File: config.mk
export PLATFORM = sky130hd
export DESIGN_NAME = pio_cell
export DESIGN_NICKNAME = d
export VERILOG_FILES = /design/src/include/pio_pkg.sv /design/src/include/pio_sync_if.sv /design/src/logic/pio_cell.sv /design/src/logic/pio_sync.sv
export SDC_FILE = /design/constraint.sdc
export NUM_CORES = 1
export LEC_CHECK = 0
export BUFFER_PORTS_ARGS = -buffer_cell sky130_fd_sc_hd__buf_2
export CAP_MARGIN = 25
export CORE_MARGIN = 3
export CORE_UTILIZATION = 44
export DETAILED_ROUTE_END_ITERATION = 6
export GPL_ROUTABILITY_DRIVEN = 1
export GPL_TIMING_DRIVEN = 0
export PLACE_DENSITY = 0.81
export SYNTH_ARGS = -nofsm -noshare
export SYNTH_HDL_FRONTEND = slang
export SYNTH_SLANG_ARGS = --single-unit
File: constraint.sdc
create_clock -name pclk -period 1.4 [get_ports pclk]
set_clock_uncertainty 0.2 [all_clocks]
set_input_delay 0.14 -clock pclk [delete_from_list [all_inputs] [get_ports pclk]]
set_output_delay 0.14 -clock pclk [all_outputs]
set_load 0.05 [all_outputs]
File: src/include/pio_pkg.sv
// Package of constants for the pad capture and output cell
// Contract
// Early latch runs on the output clock
// Flop variant: low-transparent latch, rising flop
// Latch variant: low latch feeds high latch
// Each input storage clock may be inverted
// Integrator drives early and low-skew clocks
// Output inverts, then direct or registered
// Float high releases the pad driver
// Output and float polarity set per cell
// Output register loads on edge with enable
// Init value set or reset, reset default
// Unused float input reads as low
// Unused clock enable reads as high
// Global init forces all storage elements
// Without early latch, input takes pad directly
package pio_pkg;
   // Register byte offsets
   localparam logic [11:0] PIO_CFG_OFS    = 12'h000;
   localparam logic [11:0] PIO_CTRL_OFS   = 12'h004;
   localparam logic [11:0] PIO_STATUS_OFS = 12'h008;
   // Configuration field positions
   localparam int PIO_CFG_EARLY_EN   = 0;
   localparam int PIO_CFG_LATCH_VAR  = 1;
   localparam int PIO_CFG_INV_OCLK   = 2;
   localparam int PIO_CFG_INV_ICLK   = 3;
   localparam int PIO_CFG_OUT_INV    = 4;
   localparam int PIO_CFG_OUT_REG    = 5;
   localparam int PIO_CFG_FLOAT_INV  = 6;
   localparam int PIO_CFG_INIT_SET   = 7;
   localparam int PIO_CFG_FLOAT_CONN = 8;
   localparam int PIO_CFG_CE_CONN    = 9;
   localparam int PIO_CFG_W          = 10;
   localparam logic [PIO_CFG_W-1:0] PIO_CFG_RST = 10'h000;
   // Control field: self-clearing software init pulse
   localparam int PIO_CTRL_INIT = 0;
   // Status field positions
   localparam int PIO_ST_PAD   = 0;
   localparam int PIO_ST_EARLY = 1;
   localparam int PIO_ST_INQ   = 2;
   localparam int PIO_ST_OUTQ  = 3;
   localparam int PIO_ST_OE    = 4;
   // Synchronised pin positions
   localparam int PIO_SYN_PAD  = 0;
   localparam int PIO_SYN_OCLK = 1;
   localparam int PIO_SYN_ICLK = 2;
   localparam int PIO_SYN_INIT = 3;
   localparam int PIO_SYN_W    = 4;
endpackage

File: src/include/pio_sync_if.sv
// Interface carrying raw pins into the synchroniser and levels back out
`timescale 1ns/1ps
interface pio_sync_if #(parameter int W = 4);
   logic [W-1:0] raw;
   logic [W-1:0] sync;
   modport sync_side (input raw, output sync);
   modport user      (output raw, input sync);
endinterface

File: src/logic/pio_cell.sv
// Pad input capture and output cell with APB configuration
`timescale 1ns/1ps
module pio_cell
   import pio_pkg::*;
(
   input  wire logic        pclk,
   input  wire logic        presetn,
   input  wire logic        psel,
   input  wire logic        penable,
   input  wire logic        pwrite,
   input  wire logic [11:0] paddr,
   input  wire logic [31:0] pwdata,
   output logic      [31:0] prdata,
   output logic             pready,
   output logic             pslverr,
   input  wire logic        pad_in,
   output logic             pad_out,
   output logic             pad_oe,
   input  wire logic        out_clk_pin,
   input  wire logic        in_clk_pin,
   input  wire logic        global_init_pulse,
   input  wire logic        fab_out_d,
   input  wire logic        fab_float,
   input  wire logic        fab_ce,
   output logic             fab_in_q
);
   // Whole state of the cell, apart from the pin synchroniser flops, in one record
   typedef struct packed {
      logic [PIO_CFG_W-1:0] cfg;
      logic                 sw_init;
      logic                 oclk_prev;
      logic                 iclk_prev;
      logic                 early_q;
      logic                 in_q;
      logic                 out_q;
      logic                 pad_out;
      logic                 pad_oe;
      logic [31:0]          rdata;
   } pio_state_t;

   pio_state_t st_q;
   pio_state_t st_d;

   // Pins from the board cross into pclk through two flops
   pio_sync_if #(.W(PIO_SYN_W)) syn ();

   assign syn.raw[PIO_SYN_PAD]  = pad_in;
   assign syn.raw[PIO_SYN_OCLK] = out_clk_pin;
   assign syn.raw[PIO_SYN_ICLK] = in_clk_pin;
   assign syn.raw[PIO_SYN_INIT] = global_init_pulse;

   pio_sync #(
      .W       (PIO_SYN_W)
   ) u_sync (
      .pclk    (pclk),
      .presetn (presetn),
      .sif     (syn)
   );

   // Decoded bus phases
   logic setup_rd;
   logic access_wr;
   logic addr_hit;

   assign addr_hit  = (paddr == PIO_CFG_OFS) || (paddr == PIO_CTRL_OFS)
                    || (paddr == PIO_STATUS_OFS);
   assign setup_rd  = psel && !penable && !pwrite;
   assign access_wr = psel && penable && pwrite && addr_hit;

   // Zero wait states; unmapped addresses flag an error
   assign pready  = 1'b1;
   assign pslverr = psel && penable && !addr_hit;

   // Working values of the cell, derived from the record
   logic pad_s;
   logic oclk;
   logic iclk;
   logic oclk_rise;
   logic iclk_rise;
   logic init_now;
   logic init_val;
   logic in_src;
   logic float_eff;
   logic ce_eff;
   logic out_val;
   logic [31:0] status;

   always_comb begin
      // Clock polarity absorbed into the cell
      pad_s     = syn.sync[PIO_SYN_PAD];
      oclk      = syn.sync[PIO_SYN_OCLK] ^ st_q.cfg[PIO_CFG_INV_OCLK];
      iclk      = syn.sync[PIO_SYN_ICLK] ^ st_q.cfg[PIO_CFG_INV_ICLK];
      oclk_rise = oclk && !st_q.oclk_prev;
      iclk_rise = iclk && !st_q.iclk_prev;
      // Pin or software request, both reach every storage element
      init_now  = syn.sync[PIO_SYN_INIT] || st_q.sw_init;
      init_val  = st_q.cfg[PIO_CFG_INIT_SET];
      // Unused controls fall back to their idle sense
      float_eff = st_q.cfg[PIO_CFG_FLOAT_CONN] ? fab_float : 1'b0;
      ce_eff    = st_q.cfg[PIO_CFG_CE_CONN] ? fab_ce : 1'b1;
      float_eff = float_eff ^ st_q.cfg[PIO_CFG_FLOAT_INV];
      out_val   = fab_out_d ^ st_q.cfg[PIO_CFG_OUT_INV];
      // Input stage source
      in_src    = st_q.cfg[PIO_CFG_EARLY_EN] ? st_q.early_q : pad_s;
      status                 = 32'h0000_0000;
      status[PIO_ST_PAD]     = pad_s;
      status[PIO_ST_EARLY]   = st_q.early_q;
      status[PIO_ST_INQ]     = st_q.in_q;
      status[PIO_ST_OUTQ]    = st_q.out_q;
      status[PIO_ST_OE]      = st_q.pad_oe;
   end

   // Next state of the whole cell
   always_comb begin
      st_d           = st_q;
      st_d.oclk_prev = oclk;
      st_d.iclk_prev = iclk;
      st_d.sw_init   = 1'b0;

      // Register writes land in the access phase
      if (access_wr && paddr == PIO_CFG_OFS) begin
         st_d.cfg = pwdata[PIO_CFG_W-1:0];
      end
      if (access_wr && paddr == PIO_CTRL_OFS) begin
         st_d.sw_init = pwdata[PIO_CTRL_INIT];
      end

      // Read data captured in setup so it is steady in access
      if (setup_rd) begin
         case (paddr)
            PIO_CFG_OFS:    st_d.rdata = {{(32-PIO_CFG_W){1'b0}}, st_q.cfg};
            PIO_CTRL_OFS:   st_d.rdata = 32'h0000_0000;
            PIO_STATUS_OFS: st_d.rdata = status;
            default:        st_d.rdata = 32'h0000_0000;
         endcase
      end

      if (init_now) begin
         // Storage forced while the init request stands
         st_d.early_q = init_val;
         st_d.in_q    = init_val;
         st_d.out_q   = init_val;
      end else begin
         // Early latch follows the pad while the output clock is low
         if (!oclk) begin
            st_d.early_q = pad_s;
         end
         if (st_q.cfg[PIO_CFG_LATCH_VAR]) begin
            // Second stage is a latch, open while its clock is high
            if (iclk) begin
               st_d.in_q = in_src;
            end
         end else if (iclk_rise) begin
            st_d.in_q = in_src;
         end
         // Output register shares the output clock with the early latch
         if (oclk_rise && ce_eff) begin
            st_d.out_q = out_val;
         end
      end

      // Pad drive: direct or registered value, float overrides all
      st_d.pad_out = st_q.cfg[PIO_CFG_OUT_REG] ? st_q.out_q : out_val;
      st_d.pad_oe  = !float_eff;
   end

   // Single register stage for the entire record
   always_ff @(posedge pclk or negedge presetn) begin
      if (!presetn) begin
         st_q         <= '0;
         st_q.cfg     <= PIO_CFG_RST;
      end else begin
         st_q <= st_d;
      end
   end

   assign prdata   = st_q.rdata;
   assign pad_out  = st_q.pad_out;
   assign pad_oe   = st_q.pad_oe;
   assign fab_in_q = st_q.in_q;
endmodule // pio_cell

File: src/logic/pio_sync.sv
// Two-flop synchroniser bank for pins entering the pclk domain
`timescale 1ns/1ps
module pio_sync
   import pio_pkg::*;
#(
   parameter int W = PIO_SYN_W
) (
   input  wire logic     pclk,
   input  wire logic     presetn,
   pio_sync_if.sync_side sif
);
   typedef struct packed {
      logic [W-1:0] meta;
      logic [W-1:0] stab;
   } pio_sync_st_t;

   pio_sync_st_t s_q;
   pio_sync_st_t s_d;

   // First stage is read only by the second stage
   always_comb begin
      s_d      = s_q;
      s_d.meta = sif.raw;
      s_d.stab = s_q.meta;
   end

   always_ff @(posedge pclk or negedge presetn) begin
      if (!presetn) begin
         s_q <= '0;
      end else begin
         s_q <= s_d;
      end
   end

   assign sif.sync = s_q.stab;
endmodule // pio_sync

==> reports/qor.yml, run 1 <==
synth:
  yosys.area_share.simple_pct: 10.02
  synth_area_leader_cell: "dfrtp_1"
  synth_area_leaders: "dfrtp_1 52%, buf_4 14%, mux2_2 7.2%, o2bb2ai_1 5.1%, mux2i_1 4.1%"
  synth_cells: 139
  ys_warn_count: 0
  syn_avg_cell_area_um2: 12.39
  synth_common_cells: "36 x dfrtp_1, 33 x buf_4, 11 x mux2_2, 10 x o2bb2ai_1, 7 x mux2i_1"
  ys_seq_area_share_pct: 52.29
  synth.area.mux_share_pct: 11.26
  synthAdderAreaFrac_pct: 0
  ys.flop_type: "dfrtp_1"
  netlist_area_mm2: 0.001723
  ys_types: 28
  synth_top_area_share_pct: 52.29
  synth-seq-cells: 36
  synth_xor_xnor_area_share_pct: 2.033
  ys_async_sr_fraction_pct: 100.0
  synth-compound-area-share_pct: 7.988
  synth-edff-count: 0
  synth_top_family_by_area: "buffers and inverters"
  yosysMostFrequentCell: "dfrtp_1"
routing:
  drt_first_pass_iters: 4
  drc: 0
  routed_via_density: 4.541
  first_iter_violations: 17
  wire_per_inst_um: 12.91
  totalWireLength_mm: 3.653
  vias: 1285
  antenna_left: 0
worst_setup_path:
  critical_path_class: "reg -> reg"
  cp.arrival_ns: 1.38
  crit_buf_inv: 0
  critical_path.top_delay_family: "flip-flops"
  worstSetupStartpointType: "register"
  path_cells: "xor2_2 -> and4b_1 -> o41ai_2"
  slowest_stage: "dfrtp_1"
  cp.required_ns: 1.38
  cp_max_fo: 4
  crit_path_end_kind: "register"
  cp_slowest_stage_delay_ns: 0.42
placed_design:
  dp_slack_ns: -0.3165
  dpl_cell_area_mm2: 0.002100
  dp_cells: 254
  io_buffer_count: 46
  place.gp.congestion: 0.7288
cts:
  cts_num_sinks: 36
  path_clk_slew_ns: 0.07
  cts_tree: "built"
  cts_buffer_depth: 2
  root_buffer: "clkbuf_8"
  clk_latency_ns: 0.28
  htreeDepth: 2
  cts_buffers: 5
timing:
  max_freq_mhz: 716.9
  final-setup-viol-count: 0
  report.final.hold_viol_count: 0
  max_slew_margin_pct: 50.16
  worst_pin_slew_ns: 0.7476
  setup_ws_ns: 0.005029
  drv_slew: 0
  rsz0062_at_grt: "yes"
  period_needed_ns: 1.395
  finalCritPeriodShare_pct: 99.64
grt:
  grt.overflow.total: 0
  grtUsageTotal_pct: 16.08
  antenna_found_initial: 0
  grt_max_degree: 37
  grt_pass1_vias: 1241
  grt_pass1_wl_mm: 5.602
min_path:
  hold_class: "in -> reg"
final_layout:
  final_nets: 290
  final_cells: 283
  nFillCells: 322
  drive_gt1_share_pct: 47.23
  antenna_cells: 0
  final_area_mm2: 0.002455
  area_growth_pct: 42.48
floorplanning:
  die_area_mm2: 0.004703
  rows: 22
  dieWidth_um: 68.58
  start_util_pct: 46.36
  die_y_um: 68.58
  core_area_mm2: 0.003716
  num_io_pins: 93
power:
  p_leak_nw: 1.292
  powerDensity_mw_per_mm2: 962.1
  peakVddDrop_mv: 0.7787
run:
  drv_cap: 0
run_status:
  status: "completed"
[cells in the final DEF (no fill, tap or decap), drive strengths merged, types with 2 or more instances in the layout]
| cell type | count |
|---|---|
| buf | 83 |
| o41ai | 2 |
| mux2i | 7 |
| conb | 23 |
| dlygate4sd3 | 18 |
| mux2 | 11 |
| o2bb2ai | 10 |
| nand2b | 2 |
| clkbuf | 5 |
| nor2 | 3 |
| xor2 | 3 |
| and4b | 2 |
| nand3 | 2 |
| nor4 | 2 |
| dfrtp | 36 |
| nand2 | 4 |
| inv | 6 |
| nand4 | 3 |
[per-layer routing]
layer	routed length, um	vias up	track usage, %
li1	-	617	-
met5	0	-	0
met4	29	0	3.722
met1	1493	616	20.30
met3	266	4	3.890
met2	1864	48	27.77
[final cells by class]
type                    count  area [um2]  share of cell area (%)
clock buffers               5       68.82                   2.803
plain buffers              34       252.7                   10.30
well taps                  48       60.06                   2.446
repair buffers             67       439.2                   17.89
flip-flops and latches     36       900.9                   36.70
inverters                   6       22.52                  0.9174
multi-input cells          84       668.1                   27.22
clock inverters             3       42.54                   1.733
[sequential cells by signal, summed over array words and instances (netlist names)]
| register | cells |
|---|---|
| st_q | 14 |
| prdata | 10 |
| u_sync.s_d | 4 |
| u_sync.sif.sync | 4 |
| fab_in_q | 1 |
| init_val | 1 |
| pad_oe | 1 |
| pad_out | 1 |
[worst register-to-register path: cells and delay by family (launching register included)]
| family | cells | cell delay, ns |
|---|---|---|
| compound gates | 1 | 0.26 |
| flops | 1 | 0.42 |
| xor+xnor | 1 | 0.20 |
| simple gates | 1 | 0.21 |
[per-stage QoR]
| step | utilization [%] | power (mW) | TNS, ns | hold slack, ns |
|---|---|---|---|---|
| 4_1_cts | 65.15 | 2.371 | -0.009033 | 0.09319 |
| 2_1_floorplan | - | 1.339 | -0.2996 | -0.3556 |
| 3_3_place_gp | 56.50 | 1.427 | -4.270 | 0.04810 |
| 3_5_place_dp | 56.50 | 1.433 | -4.951 | 0.05103 |
| 6_report | 66.06 | 2.362 | 0 | 0.09184 |
| 5_1_grt | 66.06 | 2.443 | -0.08292 | 0.1079 |
[path summary, 6_finish.rpt]
kind | from | endpoint | slack (ns) | depth (start not counted)
setup / recovery | st_q[42] | st_q[34] | 0.005 | 3
hold / removal | paddr[6] | st_q[39] | 0.09 | 5
setup reg to reg | st_q[42] | st_q[34] | 0.005 | 3
hold reg to reg | u_sync.s_d[2] | u_sync.sif.sync[2] | 0.16 | 0
max in group asynchronous | presetn | prdata[8] | 0.27 | 2
min in group asynchronous | presetn | st_q[41] | 0.25 | 2
[kinds of logic (layout without fill, tap and decap cells)]
| family | after synthesis | in the layout |
|---|---|---|
| buffers and inverters | 40 | 115 |
| DFF | 36 | 36 |
| and+or+nand+nor | 22 | 22 |
| muxes | 18 | 18 |
| AOI/OAI and AO/OA | 17 | 17 |
| xor gates and xnor gates | 4 | 4 |
| other | 2 | 23 |
[what timing repair did]
action	CTS	global route
setup endpoints to repair	7	14
gates cloned	0	0
endpoints found under the hold margin	52	0
buffers inserted	2	1
hold buffers	18	0
gates resized for setup	2	6
pin swaps	6	3
[where the power goes]
| group | internal (mW) | switching (mW) |
|---|---|---|
| sequential | 1.06 | 0.0141 |
| combinational | 0.144 | 0.246 |
| clock | 0.527 | 0.370 |
| total | 1.73 | 0.630 |
(Power assumes the default switching activity.)
==> inputs of run 2 (changes only) <==
--- a/config.mk
+++ b/config.mk
@@ -7,6 +7,7 @@
 export LEC_CHECK = 0
 export BUFFER_PORTS_ARGS = -buffer_cell sky130_fd_sc_hd__buf_2
 export CAP_MARGIN = 25
+export CORE_ASPECT_RATIO = 1.75
 export CORE_MARGIN = 3
 export CORE_UTILIZATION = 44
 export DETAILED_ROUTE_END_ITERATION = 6
==> run 2 against run 1 <==
Against the previous run: the flow now finishes with violations (negative setup slack); routed wire length down 4.2%; combinational power about the same; count of clock-buffer cells in the layout up 1; first-iteration DRC count down 41%; critical endpoint is now st_q[36]; setup slack worse by 0.031 ns.
==> reports/qor.yml, run 2 (synthesized netlist as in run 1, its figures left out) <==
min_path:
  hold_path_end: "st_q[39]"
  holdCritStartpoint: "paddr[6]"
  hold_class: "in -> reg"
  hold_depth: 5  # unchanged
routing:
  drc: 0  # unchanged
  totalWireLength_mm: 3.500  # -4.2%
  vias: 1267  # -1.4%
  routed_via_density: 4.493  # -1.1%
  antenna_left: 0  # unchanged
  first_iter_violations: 10  # -7
  wire_per_inst_um: 12.41  # -3.8%
  drt_first_pass_iters: 6  # +2
worst_setup_path:
  cp.required_ns: 1.34  # -0.04 ns
  path_cells: "xor2_2 -> buf_4 -> mux2i_1 -> o31ai_1"
  critical_path_class: "reg -> reg"
  ff2ff_setup_slack_ns: -0.03  # -0.03 ns
  worstSetupStartpointType: "register"
  cp_max_fo: 4  # unchanged
  rr_endpoint: "st_q[36]"
  slowest_stage: "dfrtp_1"
  cp_num_cells: 4  # +1
  crit_buf_inv: 1  # +1
  cp.arrival_ns: 1.37  # about the same
  critical_path.top_delay_family: "flip-flops"
  rr_startpoint: "st_q[42]"
  crit_path_end_kind: "register"
  cp_slowest_stage_delay_ns: 0.42  # about the same
  r2r.worst_path.cells: 4  # +1
timing:
  finalCritPeriodShare_pct: 101.9  # +2.2 points
  setup_ws_ns: -0.02637  # -0.03140 ns
  drv_slew: 0  # unchanged
  period_needed_ns: 1.426  # +0.03140 ns
  report.final.hold_viol_count: 0  # unchanged
  rsz0062_at_grt: "yes"
  final-setup-viol-count: 2  # +2
  max_slew_margin_pct: 48.50  # -1.7 points
  max_freq_mhz: 701.1  # -2.2%
  tns_ns: -0.03321  # -0.03321 ns
  worst_pin_slew_ns: 0.7724  # +0.02482 ns
final_layout:
  seqCellArea_um2: 900.9  # unchanged
  regMostFlops: "st_q"
  final_cell_mix: "46 x buf_2, 37 x buf_4, 36 x dfrtp_1"
  antenna_cells: 0  # unchanged
  largest_register_ffs: 14  # unchanged
  area_growth_pct: 42.12
  nFillCells: 292  # -9.3%
  drive_gt1_share_pct: 47.88  # +0.65 points
  final_area_mm2: 0.002449  # -0.25%
  final_common_cell: "buf_2"
  multiInputGateArea_um2: 675.6  # +1.1%
  final_cells: 282  # -0.35%
  utilization_pct: 66.16  # +0.099 points
  final_nets: 291  # +0.34%
run:
  drv_cap: 0  # unchanged
grt:
  antenna_found_initial: 0  # unchanged
  grt_max_degree: 37  # unchanged
  grt_pass1_vias: 1232  # -0.73%
  grt_pass1_wl_mm: 5.520  # -1.5%
  grt.overflow.total: 0  # unchanged
  grtUsageTotal_pct: 16.27  # +0.19 points
placed_design:
  io_buffer_count: 46  # unchanged
  post-dp-hpwl_mm: 2.545
  dp_cells: 252  # -0.79%
  dpl_cell_area_mm2: 0.002097  # -0.12%
  place.gp.congestion: 0.7815  # +7.2%
floorplanning:
  dieWidth_um: 53.30  # -22%
  die_area_mm2: 0.004732  # +0.63%
  core_area_mm2: 0.003701  # -0.40%
  die_y_um: 88.78  # +29%
  rows: 29  # +32%
  num_io_pins: 93  # unchanged
  start_util_pct: 46.55  # +0.19 points
power:
  seq_power_share_pct: 49.0  # +3.5 points
  comb_power_share_pct: 17.8  # +1.3 points
  peakVddDrop_mv: 0.8449  # +8.5%
  swShare_pct: 27.07  # +0.38 points
  p_switching_mw: 0.5936  # -5.8%
  powerDensity_mw_per_mm2: 895.7  # -6.9%
  clock_power_share_pct: 33.1  # -4.9 points
  p_leak_nw: 1.295  # +0.23%
  internal_power_mw: 1.600  # -7.6%
cts:
  cts_buffer_depth: 2  # unchanged
  root_buffer: "clkbuf_8"
  cts_buffers: 5  # unchanged
  clk_latency_ns: 0.28  # about the same
  path_clk_slew_ns: 0.07  # about the same
  cts_num_sinks: 36  # unchanged
  htreeDepth: 2  # unchanged
  cts_tree: "built"
run_status:
  violations: "negative setup slack"
  status: "finished with violations"
[run 2: cell types whose count changed in the layout (fill, tap and decap cells not counted)]
cell        previous run  this run
buf_4                 36        37
bufinv_16              1         0
clkbuf_8               5         6
clkinv_2               1         2
clkinvlp_4             1         0
xor2_1                 1         0
xor2_2                 2         3
[run 2: worst reg2reg max path, stage by stage, from the launching register on]
cell and delay, ns:
dfrtp_1 0.42, xor2_2 0.26, buf_4 0.16, mux2i_1 0.17, o31ai_1 0.07
[run 2: final cells by class]
| type | count | share of cell area (%) |
|---|---|---|
| timing repair buffer | 68 | 18.24 |
| buffer | 34 | 10.32 |
| clock inverter | 2 | 0.4088 |
| tap | 46 | 2.351 |
| clock buffer | 6 | 3.373 |
| sequential | 36 | 36.79 |
| multi-input combinational | 84 | 27.59 |
| inverter | 6 | 0.9198 |
[run 2: repair_timing]
| item | 4_1_cts | 5_1_grt |
|---|---|---|
| hold buffers | 18 | 0 |
| buffers inserted | 2 | 2 |
| endpoints found under the hold margin | 52 | 0 |
| gates resized for setup | 1 | 8 |
| pin swaps | 3 | 5 |
| endpoints found under the setup margin | 3 | 13 |
[run 2: power groups by stage]
stage	Combinational, mW	Sequential (mW)	Clock, mW
6_report	0.391	1.08	0.726
5_1_grt	0.419	1.08	0.800
4_1_cts	0.379	1.07	0.747
3_5_place_dp	0.338	1.09	0
3_3_place_gp	0.335	1.09	0
2_1_floorplan	0.237	1.10	0
[run 2: worst max path at each step]
stage | endpoint | startpoint
floorplan | init_val | paddr[3]
global placement | st_q[40] | paddr[2]
detailed placement | st_q[45] | paddr[9]
CTS | st_q[34] | st_q[42]
global route | st_q[36] | st_q[42]
finish | st_q[36] | st_q[42]
[run 2: through the flow]
stage | power [mW] | setup WS [ns] | hold WS, ns
global placement | 1.428 | -0.2720 | 0.04731
finish | 2.193 | -0.02637 | 0.09787
global route | 2.296 | -0.09553 | 0.1136
floorplan | 1.339 | -0.02996 | -0.3556
detailed placement | 1.431 | -0.2956 | 0.04964
CTS | 2.201 | 0.007337 | 0.1026
[run 2: metal layers]
metal,global-route usage (%),part of all wire (%)
met5,0,0
met4,7.209,2.0
met3,5.059,7.0
met2,30.28,57
met1,15.59,34
==> inputs of run 3 (changes only) <==
--- a/config.mk
+++ b/config.mk
@@ -7,9 +7,11 @@
 export LEC_CHECK = 0
 export BUFFER_PORTS_ARGS = -buffer_cell sky130_fd_sc_hd__buf_2
 export CAP_MARGIN = 25
+export CELL_PAD_IN_SITES_DETAIL_PLACEMENT = 1
+export CELL_PAD_IN_SITES_GLOBAL_PLACEMENT = 1
 export CORE_ASPECT_RATIO = 1.75
 export CORE_MARGIN = 3
-export CORE_UTILIZATION = 44
+export CORE_UTILIZATION = 33
 export DETAILED_ROUTE_END_ITERATION = 6
 export GPL_ROUTABILITY_DRIVEN = 1
 export GPL_TIMING_DRIVEN = 0
==> run 3 against run 2 <==
Against the previous run: the run still ends with negative setup slack left; maximum frequency up 0.93%; final area increased by 1.7%; critical path depth stayed put; via count grew 1.7%; critical endpoint unchanged; first-iteration DRC count grew to 3.1 times the previous value; sequential share of layout area fell by 0.63 points; clock power up 21%; non-clock buffer count rose by 3; setup slack gained 0.013 ns; die area increased by 30%; sequential cell count unchanged; core utilization decreased by 17 points.
==> reports/qor.yml, run 3 (synthesized netlist as in run 1, its figures left out) <==
routing:
  routed_via_density: 4.399  # -2.1%
  first_iter_violations: 31  # +21
  totalWireLength_mm: 3.900  # +11%
  drc: 0  # unchanged
  vias: 1289  # +1.7%
  antenna_left: 0  # unchanged
  wire_per_inst_um: 13.31  # +7.2%
  drt_first_pass_iters: 4  # -2
worst_setup_path:
  worstSetupStartpointType: "register"
  cp_max_fo: 4  # unchanged
  cp.arrival_ns: 1.37  # about the same
  ff2ff_setup_slack_ns: -0.01  # about the same
  crit_path_end_kind: "register"
  cp.required_ns: 1.36  # +0.02 ns
  critical_path_class: "reg -> reg"
floorplanning:
  die_area_mm2: 0.006158  # +30%
  core_area_mm2: 0.005020  # +36%
  dieWidth_um: 60.62  # +14%
  rows: 34  # +17%
  start_util_pct: 34.32  # -12 points
  num_io_pins: 93  # unchanged
  die_y_um: 101.6  # +14%
cts:
  htreeDepth: 2  # unchanged
  root_buffer: "clkbuf_8"
  cts_tree: "built"
  path_clk_slew_ns: 0.07  # about the same
  cts_num_sinks: 36  # unchanged
  clk_latency_ns: 0.28  # about the same
  cts_buffers: 5  # unchanged
  cts_buffer_depth: 2  # unchanged
final_layout:
  final_area_mm2: 0.002491  # +1.7%
  antenna_cells: 0  # unchanged
  final_common_cell: "buf_2"
  largest_register_ffs: 14  # unchanged
  final_nets: 294  # +1.0%
  area_growth_pct: 44.59
  final_cell_mix: "45 x buf_2, 40 x buf_4, 36 x dfrtp_1"
  regMostFlops: "st_q"
  drive_gt1_share_pct: 47.70  # -0.18 points
grt:
  grt_max_degree: 37  # unchanged
  antenna_found_initial: 0  # unchanged
  grtUsageTotal_pct: 13.92  # -2.3 points
  grt_pass1_wl_mm: 6.348  # +15%
  grt.overflow.total: 0  # unchanged
  grt_pass1_vias: 1373  # +11%
run:
  drv_cap: 0  # unchanged
timing:
  report.final.hold_viol_count: 0  # unchanged
  max_slew_margin_pct: 47.63  # -0.87 points
  drv_slew: 0  # unchanged
  rsz0062_at_grt: "yes"
  period_needed_ns: 1.413  # -0.01321 ns
  max_freq_mhz: 707.6  # +0.93%
  worst_pin_slew_ns: 0.7856  # +0.01312 ns
  finalCritPeriodShare_pct: 100.9  # -0.94 points
  final-setup-viol-count: 1  # -1
  setup_ws_ns: -0.01316  # +0.01321 ns
  tns_ns: -0.01316  # +0.02004 ns
run_status:
  violations: "negative setup slack"
  status: "finished with violations"
placed_design:
  post-dp-hpwl_mm: 2.827  # +11%
  io_buffer_count: 46  # unchanged
  place.gp.congestion: 0.7669  # -1.9%
  dpl_cell_area_mm2: 0.002107  # +0.48%
power:
  internal_power_mw: 1.737  # +8.6%
  p_switching_mw: 0.6148  # +3.6%
  swShare_pct: 26.14  # -0.93 points
  clock_power_share_pct: 37.5  # +4.4 points
  power_mw: 2.352  # +7.2%
  seq_power_share_pct: 45.7  # -3.3 points
  powerDensity_mw_per_mm2: 944.2  # +5.4%
  p_leak_nw: 1.308  # +1.0%
  peakVddDrop_mv: 0.6282  # -26%
  comb_power_share_pct: 16.8  # -1.0 points
min_path:
  hold_class: "in -> reg"
run 3: cell count changes in the layout (fill, tap and decap cells not counted):
| cell | before | now |
|---|---|---|
| o21ai_1 | 0 | 1 |
| clkbuf_1 | 0 | 1 |
| clkbuf_8 | 6 | 5 |
| bufinv_16 | 0 | 1 |
| clkinv_2 | 2 | 1 |
| clkbuf_4 | 0 | 1 |
| o21ai_0 | 1 | 0 |
| o41ai_2 | 2 | 1 |
| o41ai_1 | 0 | 1 |
| buf_4 | 37 | 40 |
| buf_2 | 46 | 45 |
run 3: worst max-delay path, stage by stage (launching register included):
cell	delay [ns]
dfrtp_1	0.42
xor2_2	0.26
buf_4	0.16
mux2i_1	0.17
o31ai_1	0.08
run 3: layout make-up:
class                      count  area, um2
timing repair buffer          71      471.7
sequential                    36      900.9
tap                           54      67.56
multi-input combinational     84      668.1
buffer                        34      252.7
fill                         567       2529
clock inverter                 2      35.03
clock buffer                   6      72.57
inverter                       6      22.52
run 3: final timing paths:
check,depth (start not counted),startpoint,to
setup reg to reg,4,st_q[42],st_q[36]
max in group asynchronous,2,presetn,prdata[5]
hold reg to reg,0,u_sync.s_d[0],u_sync.sif.sync[0]
setup / recovery,4,st_q[42],st_q[36]
hold / removal,5,paddr[5],st_q[39]
min in group asynchronous,2,presetn,st_q[37]
run 3: layer usage:
metal	vias to the layer above	track usage (%)	share of wire, %	wire length, um
li1	626	-	-	-
met1	601	14.66	36	1415
met2	56	25.23	54	2120
met3	6	3.444	7.5	292
met4	0	5.843	1.8	71
met5	-	0	0	0
run 3: power groups by stage:
stage | sequential (mW) | clock, mW | combinational, mW
floorplan | 1.10 | 0 | 0.237
global placement | 1.09 | 0 | 0.336
detailed placement | 1.09 | 0 | 0.341
CTS | 1.07 | 0.908 | 0.386
global route | 1.08 | 0.961 | 0.422
finish | 1.07 | 0.882 | 0.395
run 3: timing repair:
action / 4_1_cts / 5_1_grt
resized for setup: 4 / 6
hold buffers: 18 / 0
setup buffers: 3 / 4
endpoints found under the setup margin: 14 / 4
pin swaps: 3 / 4
hold endpoints to repair: 52 / 0
run 3: per-stage QoR:
step	worst slack, ns	std cells	hold slack (ns)	utilization, %
finish	-0.01316	293	0.1023	49.63
global route	-0.08470	293	0.1158	49.63
CTS	-0.01956	289	0.07965	48.70
detailed placement	-0.3523	260	0.05015	41.97
global placement	-0.2980	260	0.04925	41.97
floorplan	-0.02996	160	-0.3556	-
